## src/shared/solc_defs.vh

```
// Constants for the serial output latch driver controller.
// Assumes byte addressing on the register bus, one 32-bit word per register.
`ifndef SOLC_DEFS_VH
`define SOLC_DEFS_VH

// ----------------------------------------------------------------------------
// Word format
// ----------------------------------------------------------------------------
`define SOLC_WORD_BITS      8
`define SOLC_CNT_W          4
`define SOLC_BITS_PER_WORD  4'h8
`define SOLC_CTRL_RESET     8'h00

// ----------------------------------------------------------------------------
// Register map (byte offsets)
// ----------------------------------------------------------------------------
`define SOLC_ADDR_W         5
`define SOLC_OFS_CONFIG     5'h00
`define SOLC_OFS_OUTCTRL    5'h04
`define SOLC_OFS_STATUS     5'h08
`define SOLC_OFS_WORDS      5'h0c
`define SOLC_OFS_ERRORS     5'h10

// ----------------------------------------------------------------------------
// Field positions and reset values
// ----------------------------------------------------------------------------
`define SOLC_CFG_SERIAL_EN  0
`define SOLC_CFG_RESET      1'b1
`define SOLC_ST_UVFLAG_N    0
`define SOLC_ST_PG_RESET    1
`define SOLC_ST_SELECTED    2
`define SOLC_ST_FORCE_ON    3
`define SOLC_ST_COUNT_LSB   4
`define SOLC_ST_COUNT_MSB   7

// ----------------------------------------------------------------------------
// Link timing, in ns, and the matching counts of 8 ns system cycles
// ----------------------------------------------------------------------------
`define SOLC_CLK_NS         8
`define SOLC_T1_NS          10
`define SOLC_T2_NS          80
`define SOLC_THL_NS         60
`define SOLC_T5_NS          80
`define SOLC_T8_NS          170
`define SOLC_T1_CYC         ((`SOLC_T1_NS + `SOLC_CLK_NS - 1) / `SOLC_CLK_NS)
`define SOLC_T2_CYC         ((`SOLC_T2_NS + `SOLC_CLK_NS - 1) / `SOLC_CLK_NS)
`define SOLC_THL_CYC        ((`SOLC_THL_NS + `SOLC_CLK_NS - 1) / `SOLC_CLK_NS)
`define SOLC_T5_CYC         ((`SOLC_T5_NS + `SOLC_CLK_NS - 1) / `SOLC_CLK_NS)
`define SOLC_T8_CYC         ((`SOLC_T8_NS + `SOLC_CLK_NS - 1) / `SOLC_CLK_NS)

`endif

```

## src/core/solc_sync.v

```verilog
// Two flip-flop synchroniser for a group of independent level inputs.
// Assumes each bit is a slow level from outside the clk_sys domain.
`default_nettype none

module solc_sync
#(
   parameter WIDTH = 6
)
(
   input  wire             clk_sys,
   input  wire             reset_n,
   input  wire [WIDTH-1:0] async_in,
   input  wire [WIDTH-1:0] reset_value,
   output reg  [WIDTH-1:0] sync_out
);

   reg [WIDTH-1:0] meta_reg;

   // ----------------------------------------------------------------------------
   // Synchroniser stages
   // ----------------------------------------------------------------------------
   // The first stage feeds only the second stage, to contain metastability.
   always @(posedge clk_sys)
   begin
      if (!reset_n)
      begin
         meta_reg <= reset_value;
         sync_out <= reset_value;
      end
      else
      begin
         meta_reg <= async_in;
         sync_out <= meta_reg;
      end
   end

endmodule // solc_sync

`default_nettype wire

```

## src/core/solc_top.v

```verilog
// Serial receiver and output control register for eight low-side drivers.
// Assumes link pins arrive unsynchronised and an Avalon-MM master on clk_sys.
//
// Design decisions made here: the placing of the registers and register access over Avalon-MM.
`default_nettype none
`include "solc_defs.vh"

module solc_top
(
   input  wire        clk_sys,
   input  wire        reset_n,
   // Avalon-MM register slave
   input  wire [4:0]  avs_address,
   input  wire        avs_read,
   input  wire        avs_write,
   input  wire [31:0] avs_writedata,
   output reg  [31:0] avs_readdata,
   output reg         avs_waitrequest,
   // Serial link from the controller
   input  wire        select_low_n,
   input  wire        serial_clock,
   input  wire        serial_data,
   // Device pins
   input  wire        first_output_force_on,
   input  wire        power_good_reset_n,
   input  wire        brownout_detect,
   output reg  [7:0]  driver_outputs,
   output reg         undervoltage_flag_n
);

   // ----------------------------------------------------------------------------
   // Pin synchronisation
   // ----------------------------------------------------------------------------
   wire [5:0] pins_sync;
   wire       sel_n_s;
   wire       sclk_s;
   wire       mosi_s;
   wire       force_s;
   wire       pgood_n_s;
   wire       brown_s;

   solc_sync #(.WIDTH(6)) u_sync
   (
      .clk_sys     (clk_sys),
      .reset_n     (reset_n),
      .async_in    ({brownout_detect, power_good_reset_n, first_output_force_on,
                     serial_data, serial_clock, select_low_n}),
      .reset_value (6'h11),
      .sync_out    (pins_sync)
   );

   assign sel_n_s   = pins_sync[0];
   assign sclk_s    = pins_sync[1];
   assign mosi_s    = pins_sync[2];
   assign force_s   = pins_sync[3];
   assign pgood_n_s = pins_sync[4];
   assign brown_s   = pins_sync[5];

   // ----------------------------------------------------------------------------
   // State
   // ----------------------------------------------------------------------------
   reg  [7:0]  shift_reg;
   reg  [7:0]  shift_next;
   reg  [3:0]  count_reg;
   reg  [3:0]  count_next;
   reg  [7:0]  ctrl_reg;
   reg  [7:0]  ctrl_next;
   reg         sel_prev_reg;
   reg         sclk_prev_reg;
   reg         cfg_serial_en_reg;
   reg  [15:0] words_reg;
   reg  [15:0] words_next;
   reg  [15:0] errors_reg;
   reg  [15:0] errors_next;
   reg         commit;
   reg         frame_error;

   wire        pg_reset;
   wire        selected;
   wire        sclk_rise;
   wire        sel_fall;
   wire        sel_rise;
   wire        bus_take;
   wire        wr_take;
   wire        idle_clock_high;
   wire        outputs_off;
   wire [7:0]  outs_next;
   reg  [31:0] status_word;
   reg  [31:0] read_mux;
   genvar      gi;

   assign pg_reset        = ~pgood_n_s;
   assign selected        = ~sel_n_s;
   assign sclk_rise       = sclk_s & ~sclk_prev_reg;
   assign sel_fall        = sel_prev_reg & ~sel_n_s;
   assign sel_rise        = ~sel_prev_reg & sel_n_s;
   assign bus_take        = (avs_read | avs_write) & ~avs_waitrequest;
   assign wr_take         = avs_write & ~avs_waitrequest;
   // A clock left high across deselect would fake an edge at the next select.
   assign idle_clock_high = sel_n_s & sclk_s;

   // ----------------------------------------------------------------------------
   // Serial shifter and commit
   // ----------------------------------------------------------------------------
   always @*
   begin
      shift_next  = shift_reg;
      count_next  = count_reg;
      ctrl_next   = ctrl_reg;
      commit      = 1'b0;
      frame_error = 1'b0;
      if (pg_reset)
      begin
         ctrl_next  = `SOLC_CTRL_RESET;
         count_next = 4'h0;
         shift_next = 8'h00;
      end
      else if (sel_fall)
      begin
         count_next = 4'h0;
      end
      else if (selected && cfg_serial_en_reg)
      begin
         if (sclk_rise)
         begin
            shift_next = {shift_reg[6:0], mosi_s};
            if (count_reg != 4'hf)
               count_next = count_reg + 4'h1;
         end
      end
      else if (sel_rise && cfg_serial_en_reg)
      begin
         if (count_reg == `SOLC_BITS_PER_WORD)
         begin
            ctrl_next = shift_reg;
            commit    = 1'b1;
         end
         else
            frame_error = 1'b1;
         count_next = 4'h0;
      end
      if (idle_clock_high && !sclk_prev_reg)
         frame_error = 1'b1;
   end

   // ----------------------------------------------------------------------------
   // Counters, with hardware events winning over a software clear
   // ----------------------------------------------------------------------------
   always @*
   begin
      words_next  = words_reg;
      errors_next = errors_reg;
      if (wr_take && avs_address == `SOLC_OFS_WORDS)
         words_next = 16'h0000;
      if (wr_take && avs_address == `SOLC_OFS_ERRORS)
         errors_next = 16'h0000;
      if (commit)
         words_next = words_next + 16'h0001;
      if (frame_error)
         errors_next = errors_next + 16'h0001;
   end

   always @(posedge clk_sys)
   begin
      if (!reset_n)
      begin
         shift_reg     <= 8'h00;
         count_reg     <= 4'h0;
         ctrl_reg      <= `SOLC_CTRL_RESET;
         sel_prev_reg  <= 1'b1;
         sclk_prev_reg <= 1'b0;
         words_reg     <= 16'h0000;
         errors_reg    <= 16'h0000;
      end
      else
      begin
         shift_reg     <= shift_next;
         count_reg     <= count_next;
         ctrl_reg      <= ctrl_next;
         sel_prev_reg  <= sel_n_s;
         sclk_prev_reg <= sclk_s;
         words_reg     <= words_next;
         errors_reg    <= errors_next;
      end
   end

   // ----------------------------------------------------------------------------
   // Driver output gating
   // ----------------------------------------------------------------------------
   // The register keeps its value through a brown-out, so outputs come back
   // to the last programmed state without any new serial word.
   assign outputs_off = pg_reset | brown_s;

   generate
      for (gi = 0; gi < `SOLC_WORD_BITS; gi = gi + 1)
      begin : g_drv
         if (gi == 0)
         begin : g_first
            // The force pin is gated too, so a brown-out also silences output 1.
            assign outs_next[gi] = ~outputs_off & (ctrl_reg[gi] | force_s);
         end
         else
         begin : g_rest
            assign outs_next[gi] = ~outputs_off & ctrl_reg[gi];
         end
      end
   endgenerate

   // ----------------------------------------------------------------------------
   // Driver output and brown-out flag registers
   // ----------------------------------------------------------------------------
   // Registering after the gate keeps every top-level output on a flip-flop.
   always @(posedge clk_sys)
   begin
      if (!reset_n)
      begin
         driver_outputs      <= 8'h00;
         undervoltage_flag_n <= 1'b1;
      end
      else
      begin
         undervoltage_flag_n <= ~brown_s;
         driver_outputs      <= outs_next;
      end
   end

   // ----------------------------------------------------------------------------
   // Read data selection
   // ----------------------------------------------------------------------------
   // Status fields come from the synchronised pin views, so a read never
   // samples a raw pin.
   always @*
   begin
      status_word                                        = 32'h0000_0000;
      status_word[`SOLC_ST_UVFLAG_N]                     = ~brown_s;
      status_word[`SOLC_ST_PG_RESET]                     = pg_reset;
      status_word[`SOLC_ST_SELECTED]                     = selected;
      status_word[`SOLC_ST_FORCE_ON]                     = force_s;
      status_word[`SOLC_ST_COUNT_MSB:`SOLC_ST_COUNT_LSB] = count_reg;
   end

   // Unmapped offsets read as zero; writes to them are dropped below.
   always @*
   begin
      case (avs_address)
         `SOLC_OFS_CONFIG:  read_mux = {31'h0, cfg_serial_en_reg};
         `SOLC_OFS_OUTCTRL: read_mux = {24'h0, ctrl_reg};
         `SOLC_OFS_STATUS:  read_mux = status_word;
         `SOLC_OFS_WORDS:   read_mux = {16'h0, words_reg};
         `SOLC_OFS_ERRORS:  read_mux = {16'h0, errors_reg};
         default:           read_mux = 32'h0000_0000;
      endcase
   end

   // ----------------------------------------------------------------------------
   // Avalon-MM slave
   // ----------------------------------------------------------------------------
   // Every access waits exactly one cycle; read data are loaded together with
   // the fall of waitrequest so they stand at the edge the master samples.
   always @(posedge clk_sys)
   begin
      if (!reset_n)
      begin
         avs_waitrequest   <= 1'b1;
         avs_readdata      <= 32'h0000_0000;
         cfg_serial_en_reg <= `SOLC_CFG_RESET;
      end
      else
      begin
         if (bus_take)
            avs_waitrequest <= 1'b1;
         else if (avs_read || avs_write)
            avs_waitrequest <= 1'b0;
         else
            avs_waitrequest <= 1'b1;

         if (avs_read && avs_waitrequest)
         begin
            avs_readdata <= read_mux;
         end

         if (wr_take && avs_address == `SOLC_OFS_CONFIG)
            cfg_serial_en_reg <= avs_writedata[`SOLC_CFG_SERIAL_EN];
      end
   end

endmodule // solc_top

`default_nettype wire

```

## config.mk

```make
export PLATFORM = sky130hd
export DESIGN_NAME = solc_top
export DESIGN_NICKNAME = d
export VERILOG_FILES = /design/src/core/solc_sync.v /design/src/core/solc_top.v
export VERILOG_INCLUDE_DIRS = /design/src /design/src/shared
export SDC_FILE = /design/constraint.sdc
export NUM_CORES = 1
export LEC_CHECK = 0
export ABC_AREA = 1
export ABC_CLOCK_PERIOD_IN_PS = 2100
export BUFFER_PORTS_ARGS = -buffer_cell sky130_fd_sc_hd__buf_2
export CORE_ASPECT_RATIO = 0.75
export CORE_MARGIN = 2
export CORE_UTILIZATION = 55
export DETAILED_ROUTE_END_ITERATION = 10
export PLACE_DENSITY = 0.8
export SYNTH_ARGS = -nofsm -noshare
export SYNTH_HDL_FRONTEND = slang
export SYNTH_SLANG_ARGS = --single-unit
```

## constraint.sdc

```tcl
create_clock -name clk_sys -period 2.1 [get_ports clk_sys]
set_input_delay 0 -clock clk_sys [delete_from_list [all_inputs] [get_ports clk_sys]]
set_output_delay 0 -clock clk_sys [all_outputs]
set_load 0.005 [all_outputs]
```

==> impl_metrics.ini, run 1 <==
[run_status]
status = finished, final reports clean

[sta]
fmax_mhz = 523
finalClockSkew_ns = 0.0136
fin_crit_ns = 1.91
slew_violations = 0
fin_hold_ws_ns = 0.105
post-route-period-util = 0.911
setup_viol_count_final = 0
finalHoldViolCount = 0
finalSetupTns_ns = 0
rsz0062_at_grt = false

[final_layout]
ff_latch_area_um2 = 1860
fin_cells = 767
area_growth_pct = 12.8
antenna_cells = 0
multiInputGateArea_um2 = 2130
nFillCells = 664
nNetsFinal = 709
drive_gt1_frac = 0.195

[cts]
clkSinkCount = 93
cts_max_level = 3
cts_tree = yes
numCtsBuffers = 9
cts_root_buf = clkbuf_8
clk_pin_slew_ns = 0.09
clockBufferDepth = 2
postCtsSetupBuffers = 0
clk-insertion-delay-late_ns = 0.37

[worst_setup_path]
crit_chain = nor2_2, inv_2, nor2_4, nor2_2, ha_1, inv_1, nor3_2, nand3_2, nor2_2, nand2_2, o21ai_1, a21oi_1
crit_path_top_delay_cell = dfxtp_2
cp-end-kind = flip-flop
max_stage_delay_ns = 0.35
path_max_fanout = 9
critical_path_arrival_ns = 2.21
crit_path_frequent_cell = nor2_2
crit_type = reg2reg
crit_path_start_kind = flip-flop
cp.required_ns = 2.40

[global_route]
gr-total-overflow = 0
grt_pass1_wl_um = 16900
grt_pass1_vias = 3543
antenna_found_initial = 0
grt_usage = 0.246
grt_max_degree = 27

[worst_hold_path]
min-delay-path-class = in2reg

[floorplanning]
dieHeight_um = 82.1
die-area_um2 = 8870
core_um2 = 7880
io_pins = 89
num_rows = 28
fp.dieW_um = 108
start_util = 0.567

[detailed_routing]
drtIter0Drc = 321
ant_nets = 0
drc = 0
wl_per_cell_um = 13.4
vias = 4026
routed_wl_um = 10300
dr.pass1.iters = 5
via_per_inst = 5.25

[synth]
seq_area_frac_synth = 0.417
yosys.area_share.simple = 0.300
synth_top_family_by_area = simple AND/OR/NAND/NOR gates
synth-seq-cells = 93
synth_edf_count = 0
netlist_top_cells_count = 100 x nand2_1, 93 x dfxtp_1, 88 x inv_1
synthTopCellsByArea = dfxtp_1 42%, nand2_1 8.4%, inv_1 7.4%, a21oi_1 5.8%, nor2_1 5.5%
synthAdderAreaFrac = 0.0112
async_flop_share = 0
synth_xor_area_frac = 0
synth_most_common_cell = nand2_1
ys_types = 39
netlist_instances = 602
syn_area_per_cell_um2 = 7.42
synth_top_area_frac = 0.417
synth_compound_area_frac = 0.149
netlist_area_um2 = 4470
synth_ff_type = dfxtp_1
yosysTopAreaCell = dfxtp_1
yosys_warnings = 0
synthMuxAreaShare = 0

[pwr]
vdd_drop_max_uv = 301
powerDensity_nw_per_um2 = 629
power_leakage_nw = 1.95

[place]
dp_hpwl_um = 7460
io_buffers = 41
routabilityCongestion = 0.937
dp.cells = 742

[flow_run]
maxCapViolations = 0
[kinds of logic (layout without fill, tap and decap cells)]
logic type      Yosys count  in the layout
simple gates            257            257
buf+inv                 124            169
compound gates          123            123
flops                    93             93
fa+ha+maj                 4              4
other cells               1             16
[cell type report]
type                    instances  share of cell area
flip-flops and latches         93               0.370
clock buffers                   9              0.0246
repair buffers                 60              0.0740
multi-input cells             400               0.422
inverters                      94              0.0700
well taps                     105              0.0261
clock inverters                 6              0.0141
[layer usage]
metal	global-route usage	vias to the layer above	wire length (um)
li1	-	2019	-
met1	0.340	1822	4660
met2	0.390	169	4510
met3	0.0579	16	960
met4	0.0641	0	147
met5	0	-	0
[worst max-delay path, delay by kind of cell, from the launching register on]
kind                     cells  cell delay (ns)
AO/OA/AOI/OAI                2             0.20
buffers and inverters        2             0.23
adder cells (fa/ha/maj)      1             0.22
flip-flops                   1             0.35
AND/OR/NAND/NOR              7             0.86
[metrics by stage]
step / worst slack, ns / total power [mW] / util / instance area (um2)
2_1_floorplan: 0.287 / 1.96 / - / 4520
3_3_place_gp: 0.188 / 1.98 / 0.601 / 4730
3_5_place_dp: 0.100 / 1.99 / 0.601 / 4730
4_1_cts: 0.0582 / 3.18 / 0.638 / 5030
5_1_grt: 0.0174 / 3.27 / 0.640 / 5040
6_report: 0.187 / 3.17 / 0.640 / 5040
[where the power goes]
part / internal [mW] / switching (mW)
logic: 0.0586 / 0.118
registers: 1.78 / 0.0114
clock network: 0.556 / 0.645
[cells in the final DEF, fill, tap and decap left out, types with 20 or more instances in the layout]
cell type  count
a21oi_1       52
o22ai_1       25
buf_2         41
inv_1         88
dfxtp_1       92
nor2_1        63
nand3_1       20
nand2_1      100
o21ai_0       34
[repair_timing]
item,CTS,global route
hold buffers,10,0
gates resized for setup,0,4
endpoints found under the hold margin,9,0
setup endpoints to repair,0,5
[final timing paths]
| check | from | end | slack [ns] | cells past startpoint |
|---|---|---|---|---|
| worst max register to register | avs_waitrequest$_SDFF_PP1_ | errors_reg[10]$_SDFF_PN0_ | 0.19 | 12 |
| worst min register to register | u_sync.meta_reg[3]$_SDFF_PN0_ | u_sync.sync_out[3]$_SDFF_PN0_ | 0.41 | 2 |
| worst min-delay path | avs_address[4] | errors_reg[0]$_SDFF_PN0_ | 0.10 | 4 |
| worst max-delay path | avs_waitrequest$_SDFF_PP1_ | errors_reg[10]$_SDFF_PN0_ | 0.19 | 12 |
Power figures use the tool's default switching activity.
==> run 2: changes to the inputs <==
Settings changed: ABC_AREA 1 to 0, CORE_UTILIZATION 55 to 54, GPL_TIMING_DRIVEN set to 1, PLACE_DENSITY 0.8 to 0.79.
==> impl_metrics.ini, run 2 <==
[run_status]
status = finished, final reports clean

[final_layout]
area_growth_pct = 14.7
nNetsFinal = 548
drive_gt1_frac = 0.161
antenna_cells = 0
final_core_util = 0.642
final_common_cell = dfxtp_1
final_cell_mix = 93 x dfxtp_1, 42 x nor2_1, 41 x buf_2
fin_cells = 603

[global_route]
grt_pass1_vias = 3043
grt_max_degree = 25
antenna_found_initial = 0
gr-total-overflow = 0
grt_pass1_wl_um = 15100
grt_usage = 0.226

[pwr]
vdd_drop_max_uv = 424
powerDensity_nw_per_um2 = 713
power_leakage_nw = 1.92
p_total_mw = 3.39

[sta]
finalHoldViolCount = 0
rsz0062_at_grt = true
fin_crit_ns = 2.00
setup_viol_count_final = 0
relSlewSlack = 0.608
slew_violations = 0
finalSetupTns_ns = 0
worst_slew_pin_slew_ns = 0.589
fmax_mhz = 501
finalClockSkew_ns = 0.0105
fin_hold_ws_ns = 0.0596
post-route-period-util = 0.951

[worst_setup_path]
path_max_fanout = 10
crit_chain = nand4b_1, nor3_2, nand3_1, or3_1, a21oi_1
cp.required_ns = 2.38
critical_path_arrival_ns = 2.28
crit_type = reg2reg
crit_path_start_kind = flip-flop
r2r_end = words_reg[11]$_SDFF_PN0_
crit_path_top_delay_cell = dfxtp_1
crit-reg2reg-launch = cfg_serial_en_reg$_SDFFE_PN1P_
reg2regPathDepth = 5
max_stage_delay_ns = 0.52
cp-end-kind = flip-flop
rrSetupSlack_ns = 0.10

[place]
dp_hpwl_um = 6420
io_buffers = 41
dp.cells = 578
routabilityCongestion = 0.902

[floorplanning]
fp.dieW_um = 105
num_rows = 27
dieHeight_um = 79.8
core_um2 = 7400
die-area_um2 = 8390
io_pins = 89
start_util = 0.560

[synth]
ys_types = 51
synth_most_common_cell = dfxtp_1
syn_area_per_cell_um2 = 9.27
yosysTopAreaCell = dfxtp_1
synth_ff_type = dfxtp_1
synth-seq-cells = 93
async_flop_share = 0
netlist_area_um2 = 4140
netlist_instances = 447
synth_edf_count = 0
synthTopCellsByArea = dfxtp_1 45%, mux2i_1 6.0%, and2_1 4.2%, xor2_1 4.2%, nor2_1 3.8%
seq_area_frac_synth = 0.450
yosys_warnings = 0
netlist_top_cells_count = 93 x dfxtp_1, 42 x nor2_1, 37 x nand2_1
synth_top_area_frac = 0.450

[cts]
clockBufferDepth = 2
numCtsBuffers = 9
clk_pin_slew_ns = 0.08
clkSinkCount = 93
clk-insertion-delay-late_ns = 0.36
cts_root_buf = clkbuf_8
cts_tree = yes
cts_max_level = 3

[detailed_routing]
drtIter0Drc = 212
wl_per_cell_um = 14.9
dr.pass1.iters = 4
drc = 0
via_per_inst = 5.52
ant_nets = 0
vias = 3326
routed_wl_um = 9000

[flow_run]
maxCapViolations = 0

[worst_hold_path]
hold_path.startpoint = avs_address[0]
hold_path_depth = 4
min-delay-path-class = in2reg
min_to = avs_readdata[0]$_SDFFE_PN0P_
==> run 2: cell types whose count changed after synthesis, sizes merged, moves of 10 or more <==
cell / previous run / this run
mux2i: 0 / 25
nand2: 108 / 37
xor2: 0 / 20
nor2b: 0 / 10
nand3: 32 / 16
o21ai: 39 / 16
o22ai: 25 / 0
and2: 0 / 28
inv: 93 / 5
a21oi: 52 / 15
nor2: 91 / 43
==> run 2: stage by stage <==
| step | worst slack, ns | cell area (um2) |
|---|---|---|
| floorplan | 0.117 | 4200 |
| global placement | 0.113 | 4400 |
| detailed placement | 0.0878 | 4400 |
| CTS | 0.0498 | 4730 |
| global route | -0.0123 | 4750 |
| finish | 0.103 | 4750 |
==> run 2: worst max path at each step <==
stage | from | to | slack (ns)
floorplan | avs_waitrequest$_SDFF_PP1_ | errors_reg[1]$_SDFF_PN0_ | 0.12
global placement | count_reg[0]$_SDFFE_PP0P_ | errors_reg[10]$_SDFF_PN0_ | 0.11
detailed placement | count_reg[0]$_SDFFE_PP0P_ | errors_reg[10]$_SDFF_PN0_ | 0.09
CTS | count_reg[0]$_SDFFE_PP0P_ | errors_reg[10]$_SDFF_PN0_ | 0.05
global route | cfg_serial_en_reg$_SDFFE_PN1P_ | words_reg[11]$_SDFF_PN0_ | -0.01
finish | cfg_serial_en_reg$_SDFFE_PN1P_ | words_reg[11]$_SDFF_PN0_ | 0.10
==> run 2: timing repair <==
item                                    in CTS  in global routing
hold endpoints to repair                     9                  0
gates resized for setup                      0                  3
endpoints found under the setup margin       0                 11
hold buffers                                 9                  0
setup buffers                                0                  0
==> run 2: where the power goes <==
part	switching [mW]	total, mW	internal [mW]	leakage (nW)
Combinational	0.0977	0.164	0.0658	1.05
Sequential	0.0100	1.79	1.78	0.752
Clock	0.640	1.44	0.797	0.124
==> run 2: cells by family (layout without fill, tap and decap cells) <==
group	after synthesis	count (layout)	share of synthesized area
AO/OA/AOI/OAI	69	69	0.115
XOR/XNOR	21	21	0.0444
adder cells (fa/ha/maj)	4	4	0.0121
buffers and inverters	43	83	0.0586
flip-flops	93	93	0.450
multiplexers	27	27	0.0659
other	1	16	0.000905
AND/OR/NAND/NOR	189	189	0.253
==> run 2: area by class of cell <==
| cell class | count | area [um2] |
|---|---|---|
| Tap cell | 101 | 126 |
| Fill cell | 592 | 2650 |
| Inverter | 5 | 18.8 |
| Clock buffer | 9 | 124 |
| Sequential cell | 93 | 1860 |
| Clock inverter | 7 | 121 |
| Timing Repair Buffer | 62 | 385 |
| Multi-Input combinational cell | 326 | 2110 |
==> run 2: critical path, delay by kind of cell (launching register included) <==
| family | cells | cell delay [ns] |
|---|---|---|
| AO/OA/AOI/OAI | 1 | 0.14 |
| AND/OR/NAND/NOR | 4 | 1.26 |
| flip-flops | 1 | 0.52 |
==> run 2: metal layers <==
metal  GRT usage  routed length (um)  vias to the layer above
met3      0.0490                 583                       12
met5           0                   0                        -
li1            -                   -                     1635
met1       0.310                4210                     1582
met4      0.0720                 118                        0
met2       0.356                4090                       97
